$ cat config.mk
export PLATFORM = sky130hd
export DESIGN_NAME = pwmt_top
export DESIGN_NICKNAME = d
export VERILOG_FILES = /design/src/design/pwmt_pkg.sv /design/src/design/pwmt_timer.sv /design/src/design/pwmt_top.sv
export SDC_FILE = /design/constraint.sdc
export NUM_CORES = 2
export LEC_CHECK = 0
export BUFFER_PORTS_ARGS = -buffer_cell sky130_fd_sc_hd__buf_4
export CELL_PAD_IN_SITES_DETAIL_PLACEMENT = 1
export CELL_PAD_IN_SITES_GLOBAL_PLACEMENT = 2
export CORE_MARGIN = 2
export CORE_UTILIZATION = 25
export CTS_CLUSTER_DIAMETER = 200
export CTS_CLUSTER_SIZE = 28
export DETAILED_ROUTE_END_ITERATION = 12
export PLACE_DENSITY = 0.63
export SLEW_MARGIN = 20
export SYNTH_ARGS = -nofsm -noshare
export SYNTH_HDL_FRONTEND = slang
export SYNTH_HIERARCHICAL = 1
export SYNTH_SLANG_ARGS = --single-unit
$ cat constraint.sdc
create_clock -name core_clk_in -period 3.2 [get_ports core_clk_in]
set_input_delay 0.16 -clock core_clk_in [delete_from_list [all_inputs] [get_ports core_clk_in]]
set_output_delay 0.16 -clock core_clk_in [all_outputs]
set_load 0.005 [all_outputs]
$ cat src/design/pwmt_pkg.sv
// Purpose: shared constants for the timer group and watchdog
// Assumes: 32-bit Avalon-MM register bus, word addressed
// Notes:   timer n owns words n*8 .. n*8+7
package pwmt_pkg;

  // ==========================================================
  // sizes
  localparam int NTMR    = 5;
  localparam int CTRL_W  = 13;
  localparam int NEVT    = 5;
  localparam int BUS_AW  = 6;

  // ==========================================================
  // register word offsets inside one timer slot
  localparam logic [2:0] R_CTRL = 3'h0;
  localparam logic [2:0] R_PSC  = 3'h1;
  localparam logic [2:0] R_CMP0 = 3'h2;
  localparam logic [2:0] R_CMP1 = 3'h3;
  localparam logic [2:0] R_CNT  = 3'h4;
  localparam logic [2:0] R_IEN  = 3'h5;
  localparam logic [2:0] R_IST  = 3'h6;

  // global word addresses
  localparam logic [5:0] R_CAP0  = 6'h28;
  localparam logic [5:0] R_CAP1  = 6'h29;
  localparam logic [5:0] R_WDCTL = 6'h2a;
  localparam logic [5:0] R_WDST  = 6'h2b;

  // ==========================================================
  // control field positions
  localparam int C_EN    = 0;
  localparam int C_RSEL  = 1;
  localparam int C_SWCLR = 3;
  localparam int C_ACT0  = 4;
  localparam int C_ACT1  = 6;
  localparam int C_GPIO  = 8;
  localparam int C_CE0   = 9;
  localparam int C_CE1   = 11;

  // event / interrupt bit positions
  localparam int I_OVF  = 0;
  localparam int I_CMP0 = 1;
  localparam int I_CMP1 = 2;
  localparam int I_CAP0 = 3;
  localparam int I_CAP1 = 4;
  localparam int ST_PIN = 8;

  // watchdog control / status bits
  localparam int WD_EN   = 0;
  localparam int WD_SVC  = 1;
  localparam int WD_HALF = 0;
  localparam int WD_RUNB = 1;

  // ==========================================================
  // reset values and timing
  localparam logic [CTRL_W-1:0] CTRL_RST = 13'h0000;
  localparam logic [7:0]        PSC_RST  = 8'h00;
  localparam int                WD_TICKS = 1024;
  localparam int                RST_HOLD = 16;

  // ==========================================================
  // encodings
  typedef enum logic [1:0] {
    RS_ROLL = 2'b00, RS_CMP0 = 2'b01, RS_CMP1 = 2'b10, RS_SOFT = 2'b11
  } pwmt_rsel_e;

  typedef enum logic [1:0] {
    ACT_NONE = 2'b00, ACT_SET = 2'b01, ACT_CLR = 2'b10, ACT_TGL = 2'b11
  } pwmt_act_e;

  typedef enum logic [1:0] {
    EDG_OFF = 2'b00, EDG_RISE = 2'b01, EDG_FALL = 2'b10, EDG_BOTH = 2'b11
  } pwmt_edge_e;

  typedef enum logic [1:0] {
    WDS_OFF = 2'b00, WDS_RUN = 2'b01, WDS_BITE = 2'b10
  } pwmt_wds_e;

endpackage

$ cat src/design/pwmt_timer.sv
// Purpose: one prescaled PWM/capture counter with two compares
// Assumes: all inputs synchronous to clk_in
// Notes:   event outputs are single-cycle pulses
`timescale 1ns/1ps
module pwmt_timer import pwmt_pkg::*; #(
  parameter int W        = 16,
  parameter bit CMP0_PIN = 1'b1,
  parameter bit HAS_CAP  = 1'b0
) (
  // clock and reset
  input  wire logic             clk_in,
  input  wire logic             rst_in,
  // configuration
  input  wire logic [CTRL_W-1:0] ctrl_in,
  input  wire logic [7:0]       psc_in,
  input  wire logic [1:0]       cmp_wr_in,
  input  wire logic [W-1:0]     cmp_wdata_in,
  // pins
  input  wire logic [1:0]       cap_in,
  input  wire logic             pin_in,
  output logic                  pin_out,
  output logic                  pin_oe_n_out,
  // state
  output logic [W-1:0]          cnt_out,
  output logic [W-1:0]          cmp0_out,
  output logic [W-1:0]          cmp1_out,
  output logic [W-1:0]          cap0_out,
  output logic [W-1:0]          cap1_out,
  output logic [NEVT-1:0]       evt_out
);

  if (W < 2 || W > 32) begin : g_chk
    $error("pwmt_timer width out of range");
  end

  typedef struct packed {
    logic [7:0]   pre;
    logic [W-1:0] cnt;
    logic [W-1:0] c0;
    logic [W-1:0] c1;
    logic [W-1:0] s0;
    logic [W-1:0] s1;
    logic         p0;
    logic         p1;
    logic         pin;
    logic [1:0]   cprev;
    logic [W-1:0] k0;
    logic [W-1:0] k1;
  } pwmt_tmr_s;

  pwmt_tmr_s q, n;
  logic en, tick, m0, m1, hw_clr, sw_clr, ovf, cap0, cap1;
  pwmt_rsel_e rsel;

  function automatic logic act_f(input logic [1:0] a, input logic p);
    case (a)
      ACT_SET: act_f = 1'b1;
      ACT_CLR: act_f = 1'b0;
      ACT_TGL: act_f = ~p;
      default: act_f = p;
    endcase
  endfunction

  function automatic logic edge_f(input logic [1:0] c, input logic pv, input logic cur);
    case (c)
      EDG_RISE: edge_f = cur & ~pv;
      EDG_FALL: edge_f = ~cur & pv;
      EDG_BOTH: edge_f = cur ^ pv;
      default:  edge_f = 1'b0;
    endcase
  endfunction

  // ==========================================================
  // next state
  always_comb begin
    n      = q;
    en     = ctrl_in[C_EN];
    rsel   = pwmt_rsel_e'(ctrl_in[C_RSEL +: 2]);
    tick   = en && (q.pre == psc_in);
    n.pre  = (!en || tick) ? 8'h00 : q.pre + 8'h01;
    m0     = tick && (q.cnt == q.c0);
    m1     = tick && (q.cnt == q.c1);
    hw_clr = (rsel == RS_CMP0 && m0) || (rsel == RS_CMP1 && m1);
    sw_clr = (rsel == RS_SOFT) && ctrl_in[C_SWCLR];
    ovf    = tick && (&q.cnt) && !hw_clr && !sw_clr;
    if (sw_clr) begin
      n.cnt = '0;
    end else if (tick) begin
      n.cnt = hw_clr ? '0 : q.cnt + W'(1);
    end
    // buffered compare loads only on its own match
    if (m0 && q.p0) begin
      n.c0 = q.s0;
      n.p0 = 1'b0;
    end
    if (m1 && q.p1) begin
      n.c1 = q.s1;
      n.p1 = 1'b0;
    end
    // idle timer takes writes directly, nothing to protect
    if (cmp_wr_in[0]) begin
      if (en) begin
        n.s0 = cmp_wdata_in;
        n.p0 = 1'b1;
      end else begin
        n.c0 = cmp_wdata_in;
        n.p0 = 1'b0;
      end
    end
    if (cmp_wr_in[1]) begin
      if (en) begin
        n.s1 = cmp_wdata_in;
        n.p1 = 1'b1;
      end else begin
        n.c1 = cmp_wdata_in;
        n.p1 = 1'b0;
      end
    end
    if (CMP0_PIN && m0) begin
      n.pin = act_f(ctrl_in[C_ACT0 +: 2], q.pin);
    end
    if (m1) begin
      n.pin = act_f(ctrl_in[C_ACT1 +: 2], n.pin);
    end
    cap0    = HAS_CAP && edge_f(ctrl_in[C_CE0 +: 2], q.cprev[0], cap_in[0]);
    cap1    = HAS_CAP && edge_f(ctrl_in[C_CE1 +: 2], q.cprev[1], cap_in[1]);
    n.cprev = cap_in;
    if (cap0) begin
      n.k0 = q.cnt;
    end
    if (cap1) begin
      n.k1 = q.cnt;
    end
  end

  always_ff @(posedge clk_in) begin
    if (rst_in) begin
      q <= '0;
    end else begin
      q <= n;
    end
  end

  // ==========================================================
  // outputs
  assign pin_out      = q.pin;
  assign pin_oe_n_out = ctrl_in[C_GPIO];
  assign cnt_out      = q.cnt;
  assign cmp0_out     = q.c0;
  assign cmp1_out     = q.c1;
  assign cap0_out     = q.k0;
  assign cap1_out     = q.k1;
  assign evt_out      = {cap1, cap0, m1, m0, ovf};

endmodule

$ cat src/design/pwmt_top.sv
// Purpose: timer group (one 24-bit, four 16-bit) plus watchdog
// Assumes: Avalon-MM slave, word address, one cycle of waitrequest
// Notes:   watchdog oscillator arrives as a slow synchronous level
//
// Contract
// - one 24-bit counter on the bus clock, slowed by 8-bit prescaler
// - two compare values per timer; equality gives a compare event
// - compare writes during run wait in a buffer until that match
// - two capture inputs, edge selectable, latch count into capture data
// - counter clears on rollover, compare equal, or software bit
// - 24-bit timer has five enabled interrupt sources
// - on 24-bit timer only second compare drives pin
// - pin level readable; pin can be released as plain input
// - four 16-bit counters each with own 8-bit prescaler
// - 16-bit timers interrupt on overflow and both compares
// - compare applies set, clear, toggle or no action to pin
// - watchdog counts ticks of separate slow oscillator
// - watchdog expiry asserts processor reset
// - watchdog off after reset; once enabled firmware cannot disable
// - watchdog flags half of timeout elapsed
`timescale 1ns/1ps
module pwmt_top import pwmt_pkg::*; #(
  parameter int WD_LIMIT = WD_TICKS,
  parameter int WD_HOLD  = RST_HOLD
) (
  // clock and reset
  input  wire logic              core_clk_in,
  input  wire logic              sys_rst_in,
  // register bus
  input  wire logic [BUS_AW-1:0] avs_address_in,
  input  wire logic              avs_read_in,
  input  wire logic              avs_write_in,
  input  wire logic [31:0]       avs_writedata_in,
  input  wire logic [3:0]        avs_byteenable_in,
  output logic [31:0]            avs_readdata_out,
  output logic                   avs_waitrequest_out,
  // 24-bit timer pins
  input  wire logic              capture_input_zero_in,
  input  wire logic              capture_input_one_in,
  input  wire logic              timer_compare_pin_in,
  output logic                   timer_compare_pin_out,
  output logic                   timer_compare_pin_oe_n_out,
  // 16-bit timer pins
  input  wire logic [3:0]        pwm_pin_in,
  output logic [3:0]             pwm_pin_out,
  output logic [3:0]             pwm_pin_oe_n_out,
  // watchdog
  input  wire logic              wd_osc_in,
  output logic                   proc_rst_out,
  // interrupt requests, one per timer
  output logic [NTMR-1:0]        irq_out
);

  localparam int WD_W = $clog2(WD_LIMIT + 1);
  localparam int HD_W = $clog2(WD_HOLD + 1);

  if (WD_LIMIT < 2 || WD_HOLD < 1) begin : g_chk
    $error("pwmt_top watchdog parameters out of range");
  end

  typedef struct packed {
    logic [NTMR-1:0][CTRL_W-1:0] ctrl;
    logic [NTMR-1:0][7:0]        psc;
    logic [NTMR-1:0][NEVT-1:0]   ien;
    logic [NTMR-1:0][NEVT-1:0]   ist;
    pwmt_wds_e                   wds;
    logic [WD_W-1:0]             wcnt;
    logic                        whalf;
    logic [HD_W-1:0]             hold;
    logic                        osc_prev;
    logic                        ack;
    logic [31:0]                 rdata;
  } pwmt_top_s;

  pwmt_top_s q, n;

  // ==========================================================
  // timer instances
  logic [NTMR-1:0][23:0]     cnt_v, c0_v, c1_v;
  logic [23:0]               cap0_v, cap1_v;
  logic [NTMR-1:0][NEVT-1:0] evt_v;
  logic [NTMR-1:0][1:0]      cmp_wr_v;
  logic [NTMR-1:0]           pin_i, pin_o, pin_oe_n;
  logic [1:0]                cap_pins;

  assign pin_i    = {pwm_pin_in, timer_compare_pin_in};
  assign cap_pins = {capture_input_one_in, capture_input_zero_in};

  for (genvar g = 0; g < NTMR; g++) begin : g_tmr
    localparam int TW = (g == 0) ? 24 : 16;
    logic [TW-1:0] cnt_w, c0_w, c1_w, k0_w, k1_w;
    // first timer is the wide one with capture
    pwmt_timer #(
      .W        (TW),
      .CMP0_PIN (g != 0),
      .HAS_CAP  (g == 0)
    ) pwmt_timer_inst (
      .clk_in       (core_clk_in),
      .rst_in       (sys_rst_in),
      .ctrl_in      (q.ctrl[g]),
      .psc_in       (q.psc[g]),
      .cmp_wr_in    (cmp_wr_v[g]),
      .cmp_wdata_in (avs_writedata_in[TW-1:0]),
      .cap_in       ((g == 0) ? cap_pins : 2'b00),
      .pin_in       (pin_i[g]),
      .pin_out      (pin_o[g]),
      .pin_oe_n_out (pin_oe_n[g]),
      .cnt_out      (cnt_w),
      .cmp0_out     (c0_w),
      .cmp1_out     (c1_w),
      .cap0_out     (k0_w),
      .cap1_out     (k1_w),
      .evt_out      (evt_v[g])
    );
    assign cnt_v[g] = 24'(cnt_w);
    assign c0_v[g]  = 24'(c0_w);
    assign c1_v[g]  = 24'(c1_w);
    if (g == 0) begin : g_cap
      assign cap0_v = 24'(k0_w);
      assign cap1_v = 24'(k1_w);
    end
  end

  assign timer_compare_pin_out      = pin_o[0];
  assign timer_compare_pin_oe_n_out = pin_oe_n[0];
  assign pwm_pin_out                = pin_o[NTMR-1:1];
  assign pwm_pin_oe_n_out           = pin_oe_n[NTMR-1:1];

  // ==========================================================
  // bus helpers
  function automatic logic [31:0] be_merge(input logic [31:0] old, input logic [31:0] nw,
                                           input logic [3:0] be);
    for (int b = 0; b < 4; b++) begin
      old[b*8 +: 8] = be[b] ? nw[b*8 +: 8] : old[b*8 +: 8];
    end
    be_merge = old;
  endfunction

  function automatic logic hit_tmr(input logic [5:0] a, input int t, input logic [2:0] r);
    hit_tmr = (a[5:3] == 3'(t)) && (a[2:0] == r);
  endfunction

  logic        acc, wr_ok;
  logic [31:0] wd, rd;
  logic        osc_rise, svc, wr_wdctl;

  // one wait state: request seen, answer on the following edge
  // read data is latched in the wait cycle, so it shows state one edge old
  assign acc                 = (avs_read_in || avs_write_in) && !q.ack;
  assign avs_waitrequest_out = (avs_read_in || avs_write_in) && !q.ack;
  assign wr_ok               = avs_write_in && q.ack;
  assign wd                  = avs_writedata_in;
  assign avs_readdata_out    = q.rdata;
  assign wr_wdctl            = wr_ok && avs_address_in == R_WDCTL && avs_byteenable_in[0];
  assign svc                 = wr_wdctl && wd[WD_SVC];
  assign osc_rise            = wd_osc_in && !q.osc_prev;

  always_comb begin
    for (int t = 0; t < NTMR; t++) begin
      cmp_wr_v[t][0] = wr_ok && hit_tmr(avs_address_in, t, R_CMP0);
      cmp_wr_v[t][1] = wr_ok && hit_tmr(avs_address_in, t, R_CMP1);
      irq_out[t]     = |(q.ist[t] & q.ien[t]);
    end
  end

  // ==========================================================
  // read mux; unmapped words read zero
  always_comb begin
    rd = 32'h0000_0000;
    for (int t = 0; t < NTMR; t++) begin
      if (hit_tmr(avs_address_in, t, R_CTRL)) begin
        rd = 32'(q.ctrl[t]);
      end
      if (hit_tmr(avs_address_in, t, R_PSC)) begin
        rd = 32'(q.psc[t]);
      end
      // compare reads show the active value, not a pending buffer
      if (hit_tmr(avs_address_in, t, R_CMP0)) begin
        rd = 32'(c0_v[t]);
      end
      if (hit_tmr(avs_address_in, t, R_CMP1)) begin
        rd = 32'(c1_v[t]);
      end
      if (hit_tmr(avs_address_in, t, R_CNT)) begin
        rd = 32'(cnt_v[t]);
      end
      if (hit_tmr(avs_address_in, t, R_IEN)) begin
        rd = 32'(q.ien[t]);
      end
      if (hit_tmr(avs_address_in, t, R_IST)) begin
        rd         = 32'(q.ist[t]);
        rd[ST_PIN] = pin_i[t];
      end
    end
    case (avs_address_in)
      R_CAP0:  rd = 32'(cap0_v);
      R_CAP1:  rd = 32'(cap1_v);
      R_WDCTL: rd = 32'(q.wds != WDS_OFF);
      R_WDST:  rd = {30'h0, q.wds != WDS_OFF, q.whalf};
      default: rd = rd;
    endcase
  end

  // ==========================================================
  // registers and watchdog
  always_comb begin
    n          = q;
    n.ack      = acc;
    n.osc_prev = wd_osc_in;
    if (acc) begin
      n.rdata = rd;
    end
    for (int t = 0; t < NTMR; t++) begin
      if (wr_ok && hit_tmr(avs_address_in, t, R_CTRL)) begin
        n.ctrl[t] = CTRL_W'(be_merge(32'(q.ctrl[t]), wd, avs_byteenable_in));
      end
      if (wr_ok && hit_tmr(avs_address_in, t, R_PSC)) begin
        n.psc[t] = 8'(be_merge(32'(q.psc[t]), wd, avs_byteenable_in));
      end
      if (wr_ok && hit_tmr(avs_address_in, t, R_IEN)) begin
        n.ien[t] = NEVT'(be_merge(32'(q.ien[t]), wd, avs_byteenable_in));
      end
      // write one clears; a same-cycle event wins
      if (wr_ok && hit_tmr(avs_address_in, t, R_IST) && avs_byteenable_in[0]) begin
        n.ist[t] = q.ist[t] & ~wd[NEVT-1:0];
      end
      n.ist[t] = n.ist[t] | evt_v[t];
    end
    case (q.wds)
      WDS_OFF: begin
        n.wcnt  = '0;
        n.whalf = 1'b0;
        if (wr_wdctl && wd[WD_EN]) begin
          n.wds = WDS_RUN;
        end
      end
      WDS_RUN: begin
        // writing zero to the enable is simply ignored here
        if (svc) begin
          n.wcnt  = '0;
          n.whalf = 1'b0;
        end else if (osc_rise) begin
          if (q.wcnt == WD_W'(WD_LIMIT - 1)) begin
            n.wds  = WDS_BITE;
            n.hold = '0;
          end else begin
            n.wcnt = q.wcnt + WD_W'(1);
          end
          n.whalf = (q.wcnt + WD_W'(1)) >= WD_W'(WD_LIMIT / 2);
        end
      end
      WDS_BITE: begin
        // only the processor is held; timers and this block keep running
        n.hold = q.hold + HD_W'(1);
        if (q.hold == HD_W'(WD_HOLD - 1)) begin
          n.wds   = WDS_RUN;
          n.wcnt  = '0;
          n.whalf = 1'b0;
        end
      end
      default: n.wds = WDS_OFF;
    endcase
  end

  always_ff @(posedge core_clk_in) begin
    if (sys_rst_in) begin
      q      <= '0;
      q.ctrl <= {NTMR{CTRL_RST}};
      q.psc  <= {NTMR{PSC_RST}};
      q.wds  <= WDS_OFF;
    end else begin
      q <= n;
    end
  end

  assign proc_rst_out = (q.wds == WDS_BITE);

endmodule

==> flow_summary.ini <==
[setup_path]
slowest_delay_ns = 0.58
crit_chain = buf_4 -> and3b_1 -> o21bai_1 -> a21oi_1 -> a211oi_1 -> o2111ai_1 -> a21oi_1 -> o22ai_1 -> dlygate4sd3_1
crit_path_top_delay_cell = dlygate4sd3_1
worst_ep_arrival_time_ns = 3.48
worst-path-max-fanout = 2
crit_path_frequent_cell = a21oi_1
cp-start-kind = flop
critPathRequiredTime_ns = 3.86
reg2reg_depth = 9
end_kind = flop
critPathKind = flop to flop

[global_route]
grt_max_degree = 120
grt_usage_pct = 19.9
grt.overflow.total = 0
first_global_vias = 33000
antenna_found_initial = 9
grt_pass1_wl_mm = 243

[sta]
max_clock_freq_ghz = 0.355
worst_pin_slew_ns = 1.03
drv_slew = 0
fin_crit_ns = 2.82
fin_setup_tns_ns = 0
hold_violations = 0
setup_viol = 0
rsz0062_at_grt = false
fin_skew_ns = 0.0906
fin_crit_sh_pct = 88.1
slew_headroom_pct = 31.2

[drt]
routed_wl_mm = 167
drtPass1Iterations = 6
ant_nets = 0
drt-initial-drc-count = 2962
detail_route.wl_per_cell_um = 25.6
vias_per_cell = 5.16
vias = 33600
drc = 0

[outcome]
status = finished clean

[clocking]
cts_tree = built
cts_resized = 0
cts_max_path_buffers = 3
cts.sinks = 745
root_buffer = clkbuf_16
clock_latency_ns = 0.75
numCtsBuffers = 30
path_clk_slew_ns = 0.15
htree_levels = 1

[placed_design]
io_buffer_count = 84
gp_congestion = 0.911
dp_hpwl_mm = 118

[finish]
fin_util_pct = 26.3
layout.nets = 4520
drive_above_1_share_pct = 10.2
multiInputGateArea_um2 = 20600
syn2layout_area_growth_pct = 4.52
fillers = 18500
seqCellArea_um2 = 14900

[floorplan]
initial_core_util_pct = 25.2
die_w_um = 403
die_area_um2 = 163000
core_area_um2 = 158000
die_y_um = 403
pin_count = 103
rows = 146

[logic_synthesis]
syn_area_per_cell_um2 = 8.35
syn_inst = 4773
netlist_area_um2 = 39900
synth_warnings = 6

[run]
max-cap-violations = 0

[power]
power_density_nw_per_um2 = 372
p_leak_nw = 15.0
p_total_mw = 15.5
ir_worst_vdd_uv = 346

[worst_hold_path]
hold_path_depth = 3
min_path_type = input pin to flop
## worst max-delay path, delay by kind of cell, from the launching register on
family                 cells  cell delay [ns]
AOI/OAI and AO/OA          6             1.51
buffers and inverters      2             0.76
and+or+nand+nor            1             0.17
DFF                        1             0.37
## registers in the layout (all words and copies together), names as in the netlist
signal and cells:
avs_readdata_out 24, g_tmr.pwmt_timer_inst/cmp0_out 88, g_tmr.pwmt_timer_inst/cap0_out 24, g_tmr.pwmt_timer_inst/pin_out 5, g_tmr.pwmt_timer_inst/cap1_out 24, g_tmr.pwmt_timer_inst/q 228, g_tmr.pwmt_timer_inst/cmp1_out 88, q 176
g_tmr.pwmt_timer_inst/cnt_out 88
## through the flow
step	hold slack (ns)	instance area, um2	instances	setup slack (ns)
6_report	0.0429	41700	6521	0.380
5_1_grt	0.0533	41700	6520	0.253
4_1_cts	0.0120	41600	6520	0.415
3_5_place_dp	0.392	40600	6461	0.253
3_3_place_gp	0.386	40600	6461	0.304
2_1_floorplan	0.288	39900	4784	0.791
## what timing repair did
item | CTS | global route
hold buffers | 27 | 0
buffers inserted | 0 | 0
hold endpoints to repair | 162 | 0
## area by class of cell
class                      count  share of cell area (%)
inverter                      53                   0.478
clock inverter                 2                   0.111
sequential                   745                    35.8
tap                         2072                    6.22
antenna                        1                 0.00601
multi-input combinational   3299                    49.5
clock buffer                  30                    1.80
timing repair buffer         319                    6.11
## routing by layer
metal / wire length [um] / GRT usage (%) / part of all wire [%] / vias up
met4: 3080 / 3.42 / 1.9 / 8
li1: - / - / - / 15500
met5: 49 / 0 / 0.029 / -
met1: 79100 / 28.6 / 47 / 17100
met3: 8240 / 1.96 / 4.9 / 157
met2: 76100 / 32.5 / 46 / 857
## path summary, 6_finish.rpt
| kind | startpoint | slack [ns] | end |
|---|---|---|---|
| worst max-delay path | g_tmr[3].pwmt_timer_inst/cmp0_out[8] | 0.38 | avs_readdata_out[8] |
| worst min-delay path | avs_writedata_in[2] | 0.04 | g_tmr[3].pwmt_timer_inst/q[39] |
| worst max register to register | g_tmr[3].pwmt_timer_inst/cmp0_out[8] | 0.38 | avs_readdata_out[8] |
| worst min register to register | g_tmr[0].pwmt_timer_inst/q[94] | 0.46 | g_tmr[0].pwmt_timer_inst/q[94] |
## power by group
group          internal [mW]  switching (mW)  total [mW]  leakage, nW
Sequential              9.31          0.0578        9.37         6.01
Combinational          0.320           0.865        1.18         8.61
Clock                   1.71            3.24        4.95        0.388
## layout by cell type, fill, tap and decap left out, types with 98 or more instances in the layout
master / instances
xnor2_1: 241
nand2_1: 627
nand3_1: 133
buf_4: 285
xor2_1: 99
mux2i_1: 323
dfxtp_1: 745
nand4_1: 98
o21ai_0: 160
a21oi_1: 426
nor2_1: 473
Note: power is estimated with default switching activity, not from simulation.
